--- src/pkg/mps_defines.svh ---
// constants for the multi-plane operation sequencer
`ifndef MPS_DEFINES_SVH
`define MPS_DEFINES_SVH

// command cycles
`define MPS_CMD_PROG 8'h80
`define MPS_CMD_ALT 8'h81
`define MPS_CMD_CBPROG 8'h85
`define MPS_CMD_MPCONF 8'h11
`define MPS_CMD_PCONF 8'h10
`define MPS_CMD_CCONF 8'h15
`define MPS_CMD_ERASE 8'h60
`define MPS_CMD_EMP 8'hd1
`define MPS_CMD_ECONF 8'hd0
`define MPS_CMD_READ 8'h00
`define MPS_CMD_RMP 8'h32
`define MPS_CMD_RCONF 8'h30
`define MPS_CMD_RCACHE 8'h31
`define MPS_CMD_CBRCONF 8'h35

// status byte bit positions
`define MPS_SR_FAIL 0
`define MPS_SR_PREVIOUS_OP_FAIL_FLAG 1
`define MPS_SR_VSP 4
`define MPS_SR_ARRAY_READY_FLAG 5
`define MPS_SR_RDY 6
`define MPS_SR_WP 7

// timing
`define MPS_CLK_NS 8
`define MPS_T_SBSY_NS 500

// controller register offsets
`define MPS_OFF_CTRL 5'h00
`define MPS_OFF_ROW 5'h04
`define MPS_OFF_COL 5'h08
`define MPS_OFF_DATA 5'h0c
`define MPS_OFF_STAT 5'h10
`define MPS_OFF_PSTAT 5'h14

// control field positions
`define MPS_CTRL_GO 0
`define MPS_CTRL_OP 1
`define MPS_CTRL_CACHE 4
`define MPS_CTRL_ALT 5
`define MPS_CTRL_NPL 8
`define MPS_CTRL_NDATA 16

// operation codes in the control register
`define MPS_HOP_PROG 3'h1
`define MPS_HOP_CB 3'h2
`define MPS_HOP_ERASE 3'h3
`define MPS_HOP_READ 3'h4

// reset values and plane limit
`define MPS_CTRL_RST 32'h0004_0202
`define MPS_ROW_RST 24'h00_0000
`define MPS_MAX_PLANES 4

`endif

--- src/pkg/mps_pkg.sv ---
// types shared by both ends of the multi-plane sequencer
package mps_pkg;

	typedef enum logic [2:0] {
		MPS_OP_NONE,
		MPS_OP_PROG,
		MPS_OP_CBREAD,
		MPS_OP_CBPROG,
		MPS_OP_ERASE,
		MPS_OP_READ
	} mps_op_t;

	typedef enum logic [1:0] {
		MPS_DS_IDLE,
		MPS_DS_ADDR,
		MPS_DS_DATA,
		MPS_DS_WAIT
	} mps_dst_t;

	typedef enum logic [2:0] {
		MPS_HS_IDLE,
		MPS_HS_CMD,
		MPS_HS_ADDR,
		MPS_HS_DATA,
		MPS_HS_CONF,
		MPS_HS_WAIT
	} mps_hst_t;

endpackage

--- src/pkg/mps_if.sv ---
// byte link between the flash controller and the flash unit
`timescale 1ns/1ns
interface mps_if #(
	parameter int PLANES = 2
);
	logic cle;
	logic ale;
	logic we;
	logic [7:0] dq;
	logic rdy;
	logic [PLANES-1:0][7:0] status;

	modport dev (
		input cle,
		input ale,
		input we,
		input dq,
		output rdy,
		output status
	);

	modport host (
		output cle,
		output ale,
		output we,
		output dq,
		input rdy,
		input status
	);
endinterface

--- src/core/mps_host.sv ---
// flash controller end: register-driven multi-plane command sequences
`timescale 1ns/1ns
`include "mps_defines.svh"
module mps_host
	import mps_pkg::*;
#(
	parameter int PLANES = 2,
	parameter int PAGE_BITS = 6,
	parameter int ADDR_W = 8
)(
	input wire logic aclk,
	input wire logic aresetn,
	input wire logic ce,
	mps_if.host lk,
	input wire logic [ADDR_W-1:0] s_axi_awaddr,
	input wire logic s_axi_awvalid,
	output logic s_axi_awready,
	input wire logic [31:0] s_axi_wdata,
	input wire logic [3:0] s_axi_wstrb,
	input wire logic s_axi_wvalid,
	output logic s_axi_wready,
	output logic [1:0] s_axi_bresp,
	output logic s_axi_bvalid,
	input wire logic s_axi_bready,
	input wire logic [ADDR_W-1:0] s_axi_araddr,
	input wire logic s_axi_arvalid,
	output logic s_axi_arready,
	output logic [31:0] s_axi_rdata,
	output logic [1:0] s_axi_rresp,
	output logic s_axi_rvalid,
	input wire logic s_axi_rready
);
	localparam int PW = $clog2(PLANES);

	if (PLANES < 2 || PLANES > `MPS_MAX_PLANES || ADDR_W < 5 || PAGE_BITS + PW > 23)
	begin : g_chk
		$error("mps_host: unsupported PLANES, PAGE_BITS or ADDR_W");
	end

	typedef struct packed {
		mps_hst_t st;
		logic ph;
		logic [3:0] m;
		logic [7:0] cnt;
		logic [31:0] ctrl;
		logic [23:0] row;
		logic [15:0] col;
		logic [7:0] dat;
		logic busy;
		logic done;
		logic err;
		logic [PLANES-1:0][7:0] sstat;
		logic cle;
		logic ale;
		logic we;
		logic [7:0] dq;
		logic awready;
		logic bvalid;
		logic [1:0] bresp;
		logic arready;
		logic rvalid;
		logic [31:0] rdata;
		logic [1:0] rresp;
	} mps_host_s_t;

	mps_host_s_t q;
	mps_host_s_t d;

	function automatic logic [31:0] merge(input logic [31:0] o, input logic [31:0] n,
		input logic [3:0] s);
		logic [31:0] r;
		r = o;
		for (int i = 0; i < 4; i++)
			if (s[i])
				r[8*i +: 8] = n[8*i +: 8];
		return r;
	endfunction

	function automatic logic mapped(input logic [ADDR_W-1:0] a);
		return (a >> 5) == '0 && a[1:0] == 2'b00 && a[4:2] <= 3'd5;
	endfunction

	logic [2:0] op;
	logic [3:0] npl;
	logic [7:0] ndata;
	logic lastm;
	logic [23:0] mrow;
	logic [7:0] first_cmd;
	logic [7:0] conf_cmd;
	logic [7:0] abyte;

	assign op = q.ctrl[`MPS_CTRL_OP +: 3];
	assign npl = q.ctrl[`MPS_CTRL_NPL +: 4];
	assign ndata = q.ctrl[`MPS_CTRL_NDATA +: 8];
	assign lastm = q.m == npl - 4'd1;

	always_comb
	begin
		// plane bits replaced by member index; unit bits kept
		mrow = q.row;
		mrow[PAGE_BITS +: PW] = q.m[PW-1:0];
		// column bytes then row bytes, LSB first
		case (q.cnt[2:0])
		3'd0:
			abyte = q.col[7:0];
		3'd1:
			abyte = q.col[15:8];
		3'd2:
			abyte = mrow[7:0];
		3'd3:
			abyte = mrow[15:8];
		default:
			abyte = mrow[23:16];
		endcase
		// legacy first cycle, 81h for later members if chosen
		case (op)
		// copyback reads go one plane at a time
		`MPS_HOP_CB:
			first_cmd = !q.ph ? `MPS_CMD_READ
				: (q.m != 4'd0 && q.ctrl[`MPS_CTRL_ALT]) ? `MPS_CMD_ALT : `MPS_CMD_CBPROG;
		`MPS_HOP_ERASE:
			first_cmd = `MPS_CMD_ERASE;
		`MPS_HOP_READ:
			first_cmd = `MPS_CMD_READ;
		default:
			first_cmd = (q.m != 4'd0 && q.ctrl[`MPS_CTRL_ALT]) ? `MPS_CMD_ALT : `MPS_CMD_PROG;
		endcase
		// intermediate confirm for all but the last member, outside copyback reads
		case (op)
		`MPS_HOP_ERASE:
			conf_cmd = lastm ? `MPS_CMD_ECONF : `MPS_CMD_EMP;
		`MPS_HOP_READ:
			conf_cmd = !lastm ? `MPS_CMD_RMP
				: q.ctrl[`MPS_CTRL_CACHE] ? `MPS_CMD_RCACHE : `MPS_CMD_RCONF;
		default:
			// cache close only when software asks for it
			conf_cmd = (op == `MPS_HOP_CB && !q.ph) ? `MPS_CMD_CBRCONF
				: !lastm ? `MPS_CMD_MPCONF
				: q.ctrl[`MPS_CTRL_CACHE] ? `MPS_CMD_CCONF : `MPS_CMD_PCONF;
		endcase
	end

	always_comb
	begin
		d = q;
		if (ce)
		begin
			d.cle = 1'b0;
			d.ale = 1'b0;
			d.we = 1'b0;
			d.awready = 1'b0;
			d.arready = 1'b0;
			case (q.st)
			MPS_HS_CMD:
			begin
				d.cle = 1'b1;
				d.we = 1'b1;
				d.dq = first_cmd;
				d.cnt = op == `MPS_HOP_ERASE ? 8'd2 : 8'd0;
				d.st = MPS_HS_ADDR;
			end
			MPS_HS_ADDR:
			begin
				d.ale = 1'b1;
				d.we = 1'b1;
				d.dq = abyte;
				d.cnt = q.cnt + 8'd1;
				if (q.cnt == 8'd4)
				begin
					d.cnt = 8'd0;
					d.st = (op == `MPS_HOP_PROG && ndata != 8'd0) ? MPS_HS_DATA : MPS_HS_CONF;
				end
			end
			MPS_HS_DATA:
			begin
				d.we = 1'b1;
				d.dq = q.dat + q.cnt;
				d.cnt = q.cnt + 8'd1;
				if (q.cnt == ndata - 8'd1)
					d.st = MPS_HS_CONF;
			end
			MPS_HS_CONF:
			begin
				d.cle = 1'b1;
				d.we = 1'b1;
				d.dq = conf_cmd;
				d.cnt = 8'd1;
				d.st = MPS_HS_WAIT;
			end
			MPS_HS_WAIT:
			begin
				// one dead cycle: ready drops a cycle after the confirm
				if (q.cnt != 8'd0)
					d.cnt = 8'd0;
				else if (lk.rdy)
				begin
					d.m = q.m + 4'd1;
					d.st = MPS_HS_CMD;
					if (lastm)
					begin
						d.m = 4'd0;
						// copyback reads cover the same planes as the program
						if (!q.ph)
							d.ph = 1'b1;
						else
						begin
							d.st = MPS_HS_IDLE;
							d.busy = 1'b0;
							d.done = 1'b1;
							d.sstat = lk.status;
						end
					end
				end
			end
			default:
				d.st = MPS_HS_IDLE;
			endcase
			// write channel: address and data taken together
			if (s_axi_awvalid && s_axi_wvalid && !q.bvalid && !q.awready)
				d.awready = 1'b1;
			if (q.awready)
			begin
				d.bvalid = 1'b1;
				d.bresp = mapped(s_axi_awaddr) ? 2'b00 : 2'b10;
				case (s_axi_awaddr[4:0])
				`MPS_OFF_CTRL:
				begin
					d.ctrl = merge(q.ctrl, s_axi_wdata, s_axi_wstrb);
					d.ctrl[`MPS_CTRL_GO] = 1'b0;
					if (d.ctrl != q.ctrl && q.busy)
						d.ctrl = q.ctrl;
					if (s_axi_wstrb[0] && s_axi_wdata[`MPS_CTRL_GO] && !q.busy
						&& mapped(s_axi_awaddr))
					begin
						// one kind per run; one member per plane
						if (d.ctrl[`MPS_CTRL_OP +: 3] inside {[`MPS_HOP_PROG:`MPS_HOP_READ]}
							&& d.ctrl[`MPS_CTRL_NPL +: 4] != 4'd0
							&& d.ctrl[`MPS_CTRL_NPL +: 4] <= 4'(PLANES))
						begin
							d.busy = 1'b1;
							d.done = 1'b0;
							d.err = 1'b0;
							d.m = 4'd0;
							d.ph = d.ctrl[`MPS_CTRL_OP +: 3] != `MPS_HOP_CB;
							d.st = MPS_HS_CMD;
						end
						else
							d.err = 1'b1;
					end
				end
				`MPS_OFF_ROW:
					if (!q.busy)
						d.row = 24'(merge({8'h00, q.row}, s_axi_wdata, s_axi_wstrb));
				`MPS_OFF_COL:
					if (!q.busy)
						d.col = 16'(merge({16'h0000, q.col}, s_axi_wdata, s_axi_wstrb));
				`MPS_OFF_DATA:
					if (!q.busy)
						d.dat = 8'(merge({24'h00_0000, q.dat}, s_axi_wdata, s_axi_wstrb));
				default:
					;
				endcase
			end
			if (q.bvalid && s_axi_bready)
				d.bvalid = 1'b0;
			if (s_axi_arvalid && !q.rvalid && !q.arready)
				d.arready = 1'b1;
			if (q.arready)
			begin
				d.rvalid = 1'b1;
				d.rresp = mapped(s_axi_araddr) ? 2'b00 : 2'b10;
				d.rdata = 32'h0000_0000;
				if (mapped(s_axi_araddr))
				begin
					case (s_axi_araddr[4:0])
					`MPS_OFF_CTRL:
						d.rdata = q.ctrl;
					`MPS_OFF_ROW:
						d.rdata = {8'h00, q.row};
					`MPS_OFF_COL:
						d.rdata = {16'h0000, q.col};
					`MPS_OFF_DATA:
						d.rdata = {24'h00_0000, q.dat};
					`MPS_OFF_STAT:
						d.rdata = {29'h0, q.err, q.done, q.busy};
					default:
						d.rdata = 32'(q.sstat);
					endcase
				end
			end
			if (q.rvalid && s_axi_rready)
				d.rvalid = 1'b0;
		end
	end

	always_ff @(posedge aclk)
	begin
		if (!aresetn)
		begin
			q <= '0;
			q.ctrl <= `MPS_CTRL_RST;
			q.row <= `MPS_ROW_RST;
		end
		else
			q <= d;
	end

	assign lk.cle = q.cle;
	assign lk.ale = q.ale;
	assign lk.we = q.we;
	assign lk.dq = q.dq;
	assign s_axi_awready = q.awready;
	assign s_axi_wready = q.awready;
	assign s_axi_bvalid = q.bvalid;
	assign s_axi_bresp = q.bresp;
	assign s_axi_arready = q.arready;
	assign s_axi_rvalid = q.rvalid;
	assign s_axi_rdata = q.rdata;
	assign s_axi_rresp = q.rresp;
endmodule

--- src/flat_wrapper.sv ---
// flat-port wrapper written by rule: the top's interface ports become plain ports
module mps_host_flat import mps_pkg::*;
#(
	parameter int PLANES = 2,
	parameter int PAGE_BITS = 6,
	parameter int ADDR_W = 8
)
  (aclk, aresetn, ce, s_axi_awaddr, s_axi_awvalid, s_axi_awready, s_axi_wdata, s_axi_wstrb, s_axi_wvalid, s_axi_wready, s_axi_bresp, s_axi_bvalid, s_axi_bready, s_axi_araddr, s_axi_arvalid, s_axi_arready, s_axi_rdata, s_axi_rresp, s_axi_rvalid, s_axi_rready, lk_cle, lk_ale, lk_we, lk_dq, lk_rdy, lk_status);
  mps_if #(.PLANES(PLANES)) lk_i ();
  input wire logic aclk;
  input wire logic aresetn;
  input wire logic ce;
  input wire logic [ADDR_W-1:0] s_axi_awaddr;
  input wire logic s_axi_awvalid;
  output logic s_axi_awready;
  input wire logic [31:0] s_axi_wdata;
  input wire logic [3:0] s_axi_wstrb;
  input wire logic s_axi_wvalid;
  output logic s_axi_wready;
  output logic [1:0] s_axi_bresp;
  output logic s_axi_bvalid;
  input wire logic s_axi_bready;
  input wire logic [ADDR_W-1:0] s_axi_araddr;
  input wire logic s_axi_arvalid;
  output logic s_axi_arready;
  output logic [31:0] s_axi_rdata;
  output logic [1:0] s_axi_rresp;
  output logic s_axi_rvalid;
  input wire logic s_axi_rready;
  output wire logic [$bits(lk_i.cle)-1:0] lk_cle;
  output wire logic [$bits(lk_i.ale)-1:0] lk_ale;
  output wire logic [$bits(lk_i.we)-1:0] lk_we;
  output wire logic [$bits(lk_i.dq)-1:0] lk_dq;
  input wire logic [$bits(lk_i.rdy)-1:0] lk_rdy;
  input wire logic [$bits(lk_i.status)-1:0] lk_status;
  assign lk_cle = lk_i.cle;
  assign lk_ale = lk_i.ale;
  assign lk_we = lk_i.we;
  assign lk_dq = lk_i.dq;
  assign lk_i.rdy = lk_rdy;
  assign lk_i.status = lk_status;
  mps_host #(.PLANES(PLANES), .PAGE_BITS(PAGE_BITS), .ADDR_W(ADDR_W)) u_core (.aclk(aclk), .aresetn(aresetn), .ce(ce), .lk(lk_i), .s_axi_awaddr(s_axi_awaddr), .s_axi_awvalid(s_axi_awvalid), .s_axi_awready(s_axi_awready), .s_axi_wdata(s_axi_wdata), .s_axi_wstrb(s_axi_wstrb), .s_axi_wvalid(s_axi_wvalid), .s_axi_wready(s_axi_wready), .s_axi_bresp(s_axi_bresp), .s_axi_bvalid(s_axi_bvalid), .s_axi_bready(s_axi_bready), .s_axi_araddr(s_axi_araddr), .s_axi_arvalid(s_axi_arvalid), .s_axi_arready(s_axi_arready), .s_axi_rdata(s_axi_rdata), .s_axi_rresp(s_axi_rresp), .s_axi_rvalid(s_axi_rvalid), .s_axi_rready(s_axi_rready));
endmodule
--- config.mk ---
export PLATFORM = sky130hd
export DESIGN_NAME = mps_host_flat
export DESIGN_NICKNAME = d
export VERILOG_FILES = /design/src/pkg/mps_pkg.sv /design/src/pkg/mps_if.sv /design/src/core/mps_host.sv /design/src/flat_wrapper.sv
export VERILOG_INCLUDE_DIRS = /design/src /design/src/pkg
export SDC_FILE = /design/constraint.sdc
export NUM_CORES = 1
export LEC_CHECK = 0
export BUFFER_PORTS_ARGS = -buffer_cell sky130_fd_sc_hd__buf_2
export CAP_MARGIN = 5
export CORE_MARGIN = 1
export CORE_UTILIZATION = 53
export DETAILED_ROUTE_END_ITERATION = 8
export HOLD_SLACK_MARGIN = 0.02
export PLACE_DENSITY = 0.84
export SKIP_CTS_REPAIR_TIMING = 1
export SYNTH_ARGS = -nofsm -noshare
export SYNTH_HDL_FRONTEND = slang
export SYNTH_SLANG_ARGS = --single-unit
--- constraint.sdc ---
create_clock -name aclk -period 3.9 [get_ports aclk]
set_input_delay 0.78 -clock aclk [delete_from_list [all_inputs] [get_ports aclk]]
set_output_delay 0.78 -clock aclk [all_outputs]
set_load 0.02 [all_outputs]
# --- After elaboration in Yosys (flattened, before gate mapping) ---
# Cells that the tools add are included.
word_totals:
  mem_bits_rw: 0
  out_inout_bits: 52
  rom_bits: 0
  mem_count: 0
  latchBits: 0
  ff_bits: 166
  word_cells: 197
classes:
  n_mul: 0
  mux: 72
  n_addsub: 5
  shifts: 0
  n_reduce_logical: 59
  order_cmp: 5
  eq_ne: 26
  n_bitwise: 2
  n_div: 0
op_table:
  columns: ["operator", "n"]
  rows:
  - ["8-bit two-way mux", 28]
  - ["32-bit two-way mux", 5]
  - ["32-bit case mux with 5 select lines", 1]
  - ["8-bit case mux with 5 select lines", 1]
  - ["9-bit case mux with 4 select lines", 1]
  - ["35-bit two-way mux", 1]
  - ["32-bit inequality test", 1]
  - ["8-bit case mux with 4 select lines", 1]
  - ["5-bit AND reduction", 6]
  - ["3-bit two-way mux", 9]
  - ["8-bit case mux with 3 select lines", 1]
  - ["1-bit logical AND", 21]
  - ["5-bit by 4-bit equality test with 1-bit output (second input constant)", 4]
  - ["3-bit by 2-bit equality test with 1-bit output (second input constant)", 6]
  - ["2-bit two-way mux", 9]
  - ["8-bit zero test", 2]
  - ["8-bit case mux with 2 select lines", 1]
  - ["8-bit nonzero test", 2]
  - ["3-bit case mux with 5 select lines", 1]
  - ["4-bit nonzero test", 3]
  - ["1-bit two-way mux", 11]
  - ["5-bit by 3-bit equality test with 1-bit output (second input constant)", 2]
  - ["5-bit zero test", 2]
  - ["2-bit AND reduction", 5]
  - ["other kinds (29)", 45]

# --- Depth between registers and ports, before layout ---
depth:
  ltp_word: 18
  depth_mapped: 12
  ltp_nobuf: 9

# --- Worst setup path after synthesis ---
# No wires, ideal clock.
synth_timing:
  kind: "input port to flip-flop"
  start: "input s_axi_wdata[30]"
  end: "register u_core.q (netlist bit u_core.ndata[2])"
  arrival_time_ns: 2.510
  setup_ns: 0.126
  setup_slack_ns: 1.264
  path_stages: 7
  cell_sequence: "xor2_1 > a2111o_1 > o41ai_2 > nand4_1 > o31ai_4 > mux2i_1 > nand2_1"
synth_between:
  elab_chain_len: 8
synth_rtl:
  columns: ["item", "line", "text"]
  rows:
  - ["start: declaration", "flat_wrapper.sv:16", "input wire logic [31:0] s_axi_wdata;"]
  - ["8-bit two-way mux", "mps_host.sv:74", "if (s[i])"]
  - ["8-bit two-way mux", "mps_host.sv:225", "case (s_axi_awaddr[4:0])"]
  - ["8-bit two-way mux", "mps_host.sv:221", "if (q.awready)"]
  - ["8-bit two-way mux", "mps_host.sv:146", "if (ce)"]
  - ["32-bit inequality test", "mps_host.sv:230", "if (d.ctrl != q.ctrl && q.busy)"]
  - ["1-bit logical AND", "mps_host.sv:230", null]
  - ["4-bit inequality test (no line)", null, null]
  - ["4-bit AND reduction (no line)", null, null]
  - ["end: declaration", "mps_host.sv:66", "mps_host_s_t q;"]
# Every way passes these cells. The select of a mux whose other input is x is not followed.
# A chain may end at the register's enable or synchronous reset.

# --- Final worst setup path ---
layout_timing:
  start: "register u_core.q[150] (netlist bit)"
  end: "register u_core.q[60] (netlist bit)"
layout_between:
  elab_chain_len: 3
layout_rtl:
  columns: ["item", "line", "text"]
  rows:
  - ["8-bit nonzero test", "mps_host.sv:193", "if (q.cnt != 8'd0)"]
  - ["1-bit NOT (no line)", null, null]
  - ["6-bit AND reduction (no line)", null, null]
# Every way passes these cells.

==> results.txt <==
Crit-path cells = inv_1, ha_1, nor2b_1, and4_1, nand2_1, nor2b_1, nand3_1, nand2_1, a21oi_1
Layout area overhead = 11.6%
Reg2Reg Depth = 9
Register bit total from synthesis = 163
Ys async rst share = 0%
Clk sink count = 163
Vias in the first global route = 7247
Max clock buf depth = 2
Multi-input gate area = 0.00464 mm2
Register area = 0.00326 mm2
Initial antenna violation count = 0
Drt pass-1 iters = 9
Clk slew on worst S/H paths = 0.07 ns
GRT overflow = 0
Worst path depth = 9
Power Density = 368 mW/mm2
Number of nets in the layout = 1173
Worst Setup End Kind = flip-flop
Clk Latency, worst-skew pair = 0.44 ns
Tmin final = 3.08 ns
Core area = 0.0159 mm2
RSZ-0062 raised after global routing = no
Period utilisation layout = 78.9%
Hold Violations, Final = 0
Max FO, Critical Path = 17
WP buf/inv = 1
Layout Utilization = 60.4%
CP delay by family, top = simple AND/OR/NAND/NOR gates
Fraction of layout cells with a size suffix above 1 = 17.2%
Hold path cells = 1
# DRC = 2
Max Slew Vio Count = 0
DRT iter0 DRCs = 960
Syn Area/Cell = 8.34 um2
Fillers = 1416
Worst Max-Slew Pin Slew = 1.05 ns
Mapped Area = 0.00859 mm2
Setup Viol. Count Final = 0
Req. time, crit path = 4.17 ns
Largest net degree at the start of global routing = 99
Status = finished, violations left
Number of synthesized flops with an enable pin = 0
Total wire length = 24900 um
Critical path's largest stage delay = 0.58 ns
Setup Skew = 0.00860 ns
Detailed Place HPWL = 18200 um
Post-synthesis instance total = 1031
Via count = 7970
CTS buffer count = 17
First-pass GRT wire length = 38900 um
CTS tree = built
Netlist cell types = 73
Register area share after synthesis = 38.0%
ANT cells = 0
Primary FF master, synth = dfxtp_1
Post-route ant nets = 0
Die area = 0.0167 mm2
Hold Crit Class = reg2reg
Io pins = 129
Most frequent cells in the layout = dfxtp_1 (163), buf_2 (126), nor2_1 (110)
Wirelength per Cell = 19.1 um
Yosys warns = 0
Max-cap violations = 0
Rel. slew slack = 29.9%
Row cnt = 46
PortBufs = 126
Static leakage = 3.92 nW
Die W = 129 um
Max Fclk = 325 MHz
Setup CP Type = reg2reg
RD Place Congestion = 0.995
Commonest non-fill, non-tap cell in the layout = dfxtp_1
Failing checks = DRC
Initial Util = 54.1%
CTS root buf = clkbuf_16
CP max-delay cell = nand3_1
Global-route usage over all layers = 30.4%
Clock H-tree levels = 4
Die Height = 129 um
Critical Path Source Type = flip-flop
Maximum vdd drop = 0.309 mV
Critical Path AT = 3.35 ns
Number of vias per cell = 6.10
Setup TNS = 0 ns
-- cell usage after synthesis, types with 3 or more instances --
library cell,instances,share of area [%]
dfxtp_1,163,38
nor2_1,110,4.8
nand2_1,108,4.7
a21oi_1,83,4.8
clkbuf_1,61,2.7
mux2i_1,59,6.9
buf_4,45,3.9
nand3_1,42,2.4
xnor2_1,42,4.3
o21ai_0,32,1.9
inv_1,23,1.0
o21ai_1,21,1.2
a222oi_1,17,2.0
ha_1,17,2.5
a221oi_1,14,1.4
xor2_1,13,1.3
a21o_1,11,0.96
nand4_1,11,0.80
nor2b_1,11,0.80
a221o_1,10,1.2
a22o_1,10,1.0
nand2b_1,10,0.73
a22oi_1,9,0.79
a211oi_1,8,0.70
nor3_1,8,0.47
buf_2,6,0.35
a31oi_1,5,0.36
and2_1,5,0.36
and3_1,5,0.36
nor4_1,5,0.36
o22ai_1,5,0.36
nor3b_1,4,0.35
and4_1,3,0.31
nand4b_1,3,0.31
o21a_1,3,0.26
o221ai_1,3,0.31
-- where the power goes --
group          switching [W]  internal, W  total (W)
combinational       0.000125    0.0000656   0.000191
clock               0.000745     0.000920    0.00166
sequential        0.00000413      0.00167    0.00167
-- stage by stage --
stage | power [W] | setup slack [ns] | cells | cell area, um2 | hold slack (ns)
final | 0.00353 | 0.824 | 1307 | 9590 | 0.446
after global routing | 0.00363 | 0.585 | 1307 | 9590 | 0.463
after CTS | 0.00353 | 0.874 | 1307 | 9590 | 0.450
after detailed placement | 0.00190 | 0.782 | 1275 | 9010 | 0.434
after global placement | 0.00189 | 0.884 | 1275 | 9010 | 0.432
after floorplan | 0.00181 | 1.26 | 1032 | 8600 | 0.427
-- flip-flops by register name, summed over array words and instances, names as in the netlist, 3 cells and up --
signal	count
u_core.npl	4
u_core.mrow	24
u_core.op	3
u_core.s_axi_rdata	32
u_core.ndata	8
u_core.q	75
u_core.lk.dq	8
-- final timing paths --
| path | slack, ns | end | startpoint |
|---|---|---|---|
| worst min register to register | 0.45 | u_core.s_axi_rdata[8] | u_core.s_axi_rdata[8] |
| worst max register to register | 0.82 | u_core.q[60] | u_core.q[150] |
| worst min-delay path | 0.45 | u_core.s_axi_rdata[8] | u_core.s_axi_rdata[8] |
| worst max-delay path | 0.82 | u_core.q[60] | u_core.q[150] |
-- cell families (layout without fill, tap and decap cells) --
kind of cell	after synthesis	in the layout	synth area share [%]
muxes	59	59	6.87
buffers and inverters	138	197	8.17
and+or+nand+nor	341	341	18.5
xor gates and xnor gates	56	56	5.79
adders and majority gates	18	18	2.71
other	1	2	0.0436
AOI/OAI and AO/OA	255	255	19.9
DFF	163	163	38.0
-- layer usage --
metal	vias up	GRT usage, %	share of wire [%]
met1	3728	41.5	41
li1	3722	-	-
met2	450	46.5	45
met4	0	15.0	3.7
met5	-	0	0
met3	70	5.24	9.5
-- area by class of cell --
| cell class | instances | share of cell area (%) |
|---|---|---|
| Clock buffer | 19 | 4.62 |
| Tap cell | 216 | 2.82 |
| Sequential cell | 163 | 34.0 |
| Clock inverter | 13 | 1.44 |
| Timing Repair Buffer | 142 | 7.83 |
| Multi-Input combinational cell | 731 | 48.4 |
| Inverter | 23 | 0.913 |
No activity file was read; power rests on OpenSTA's default activity.
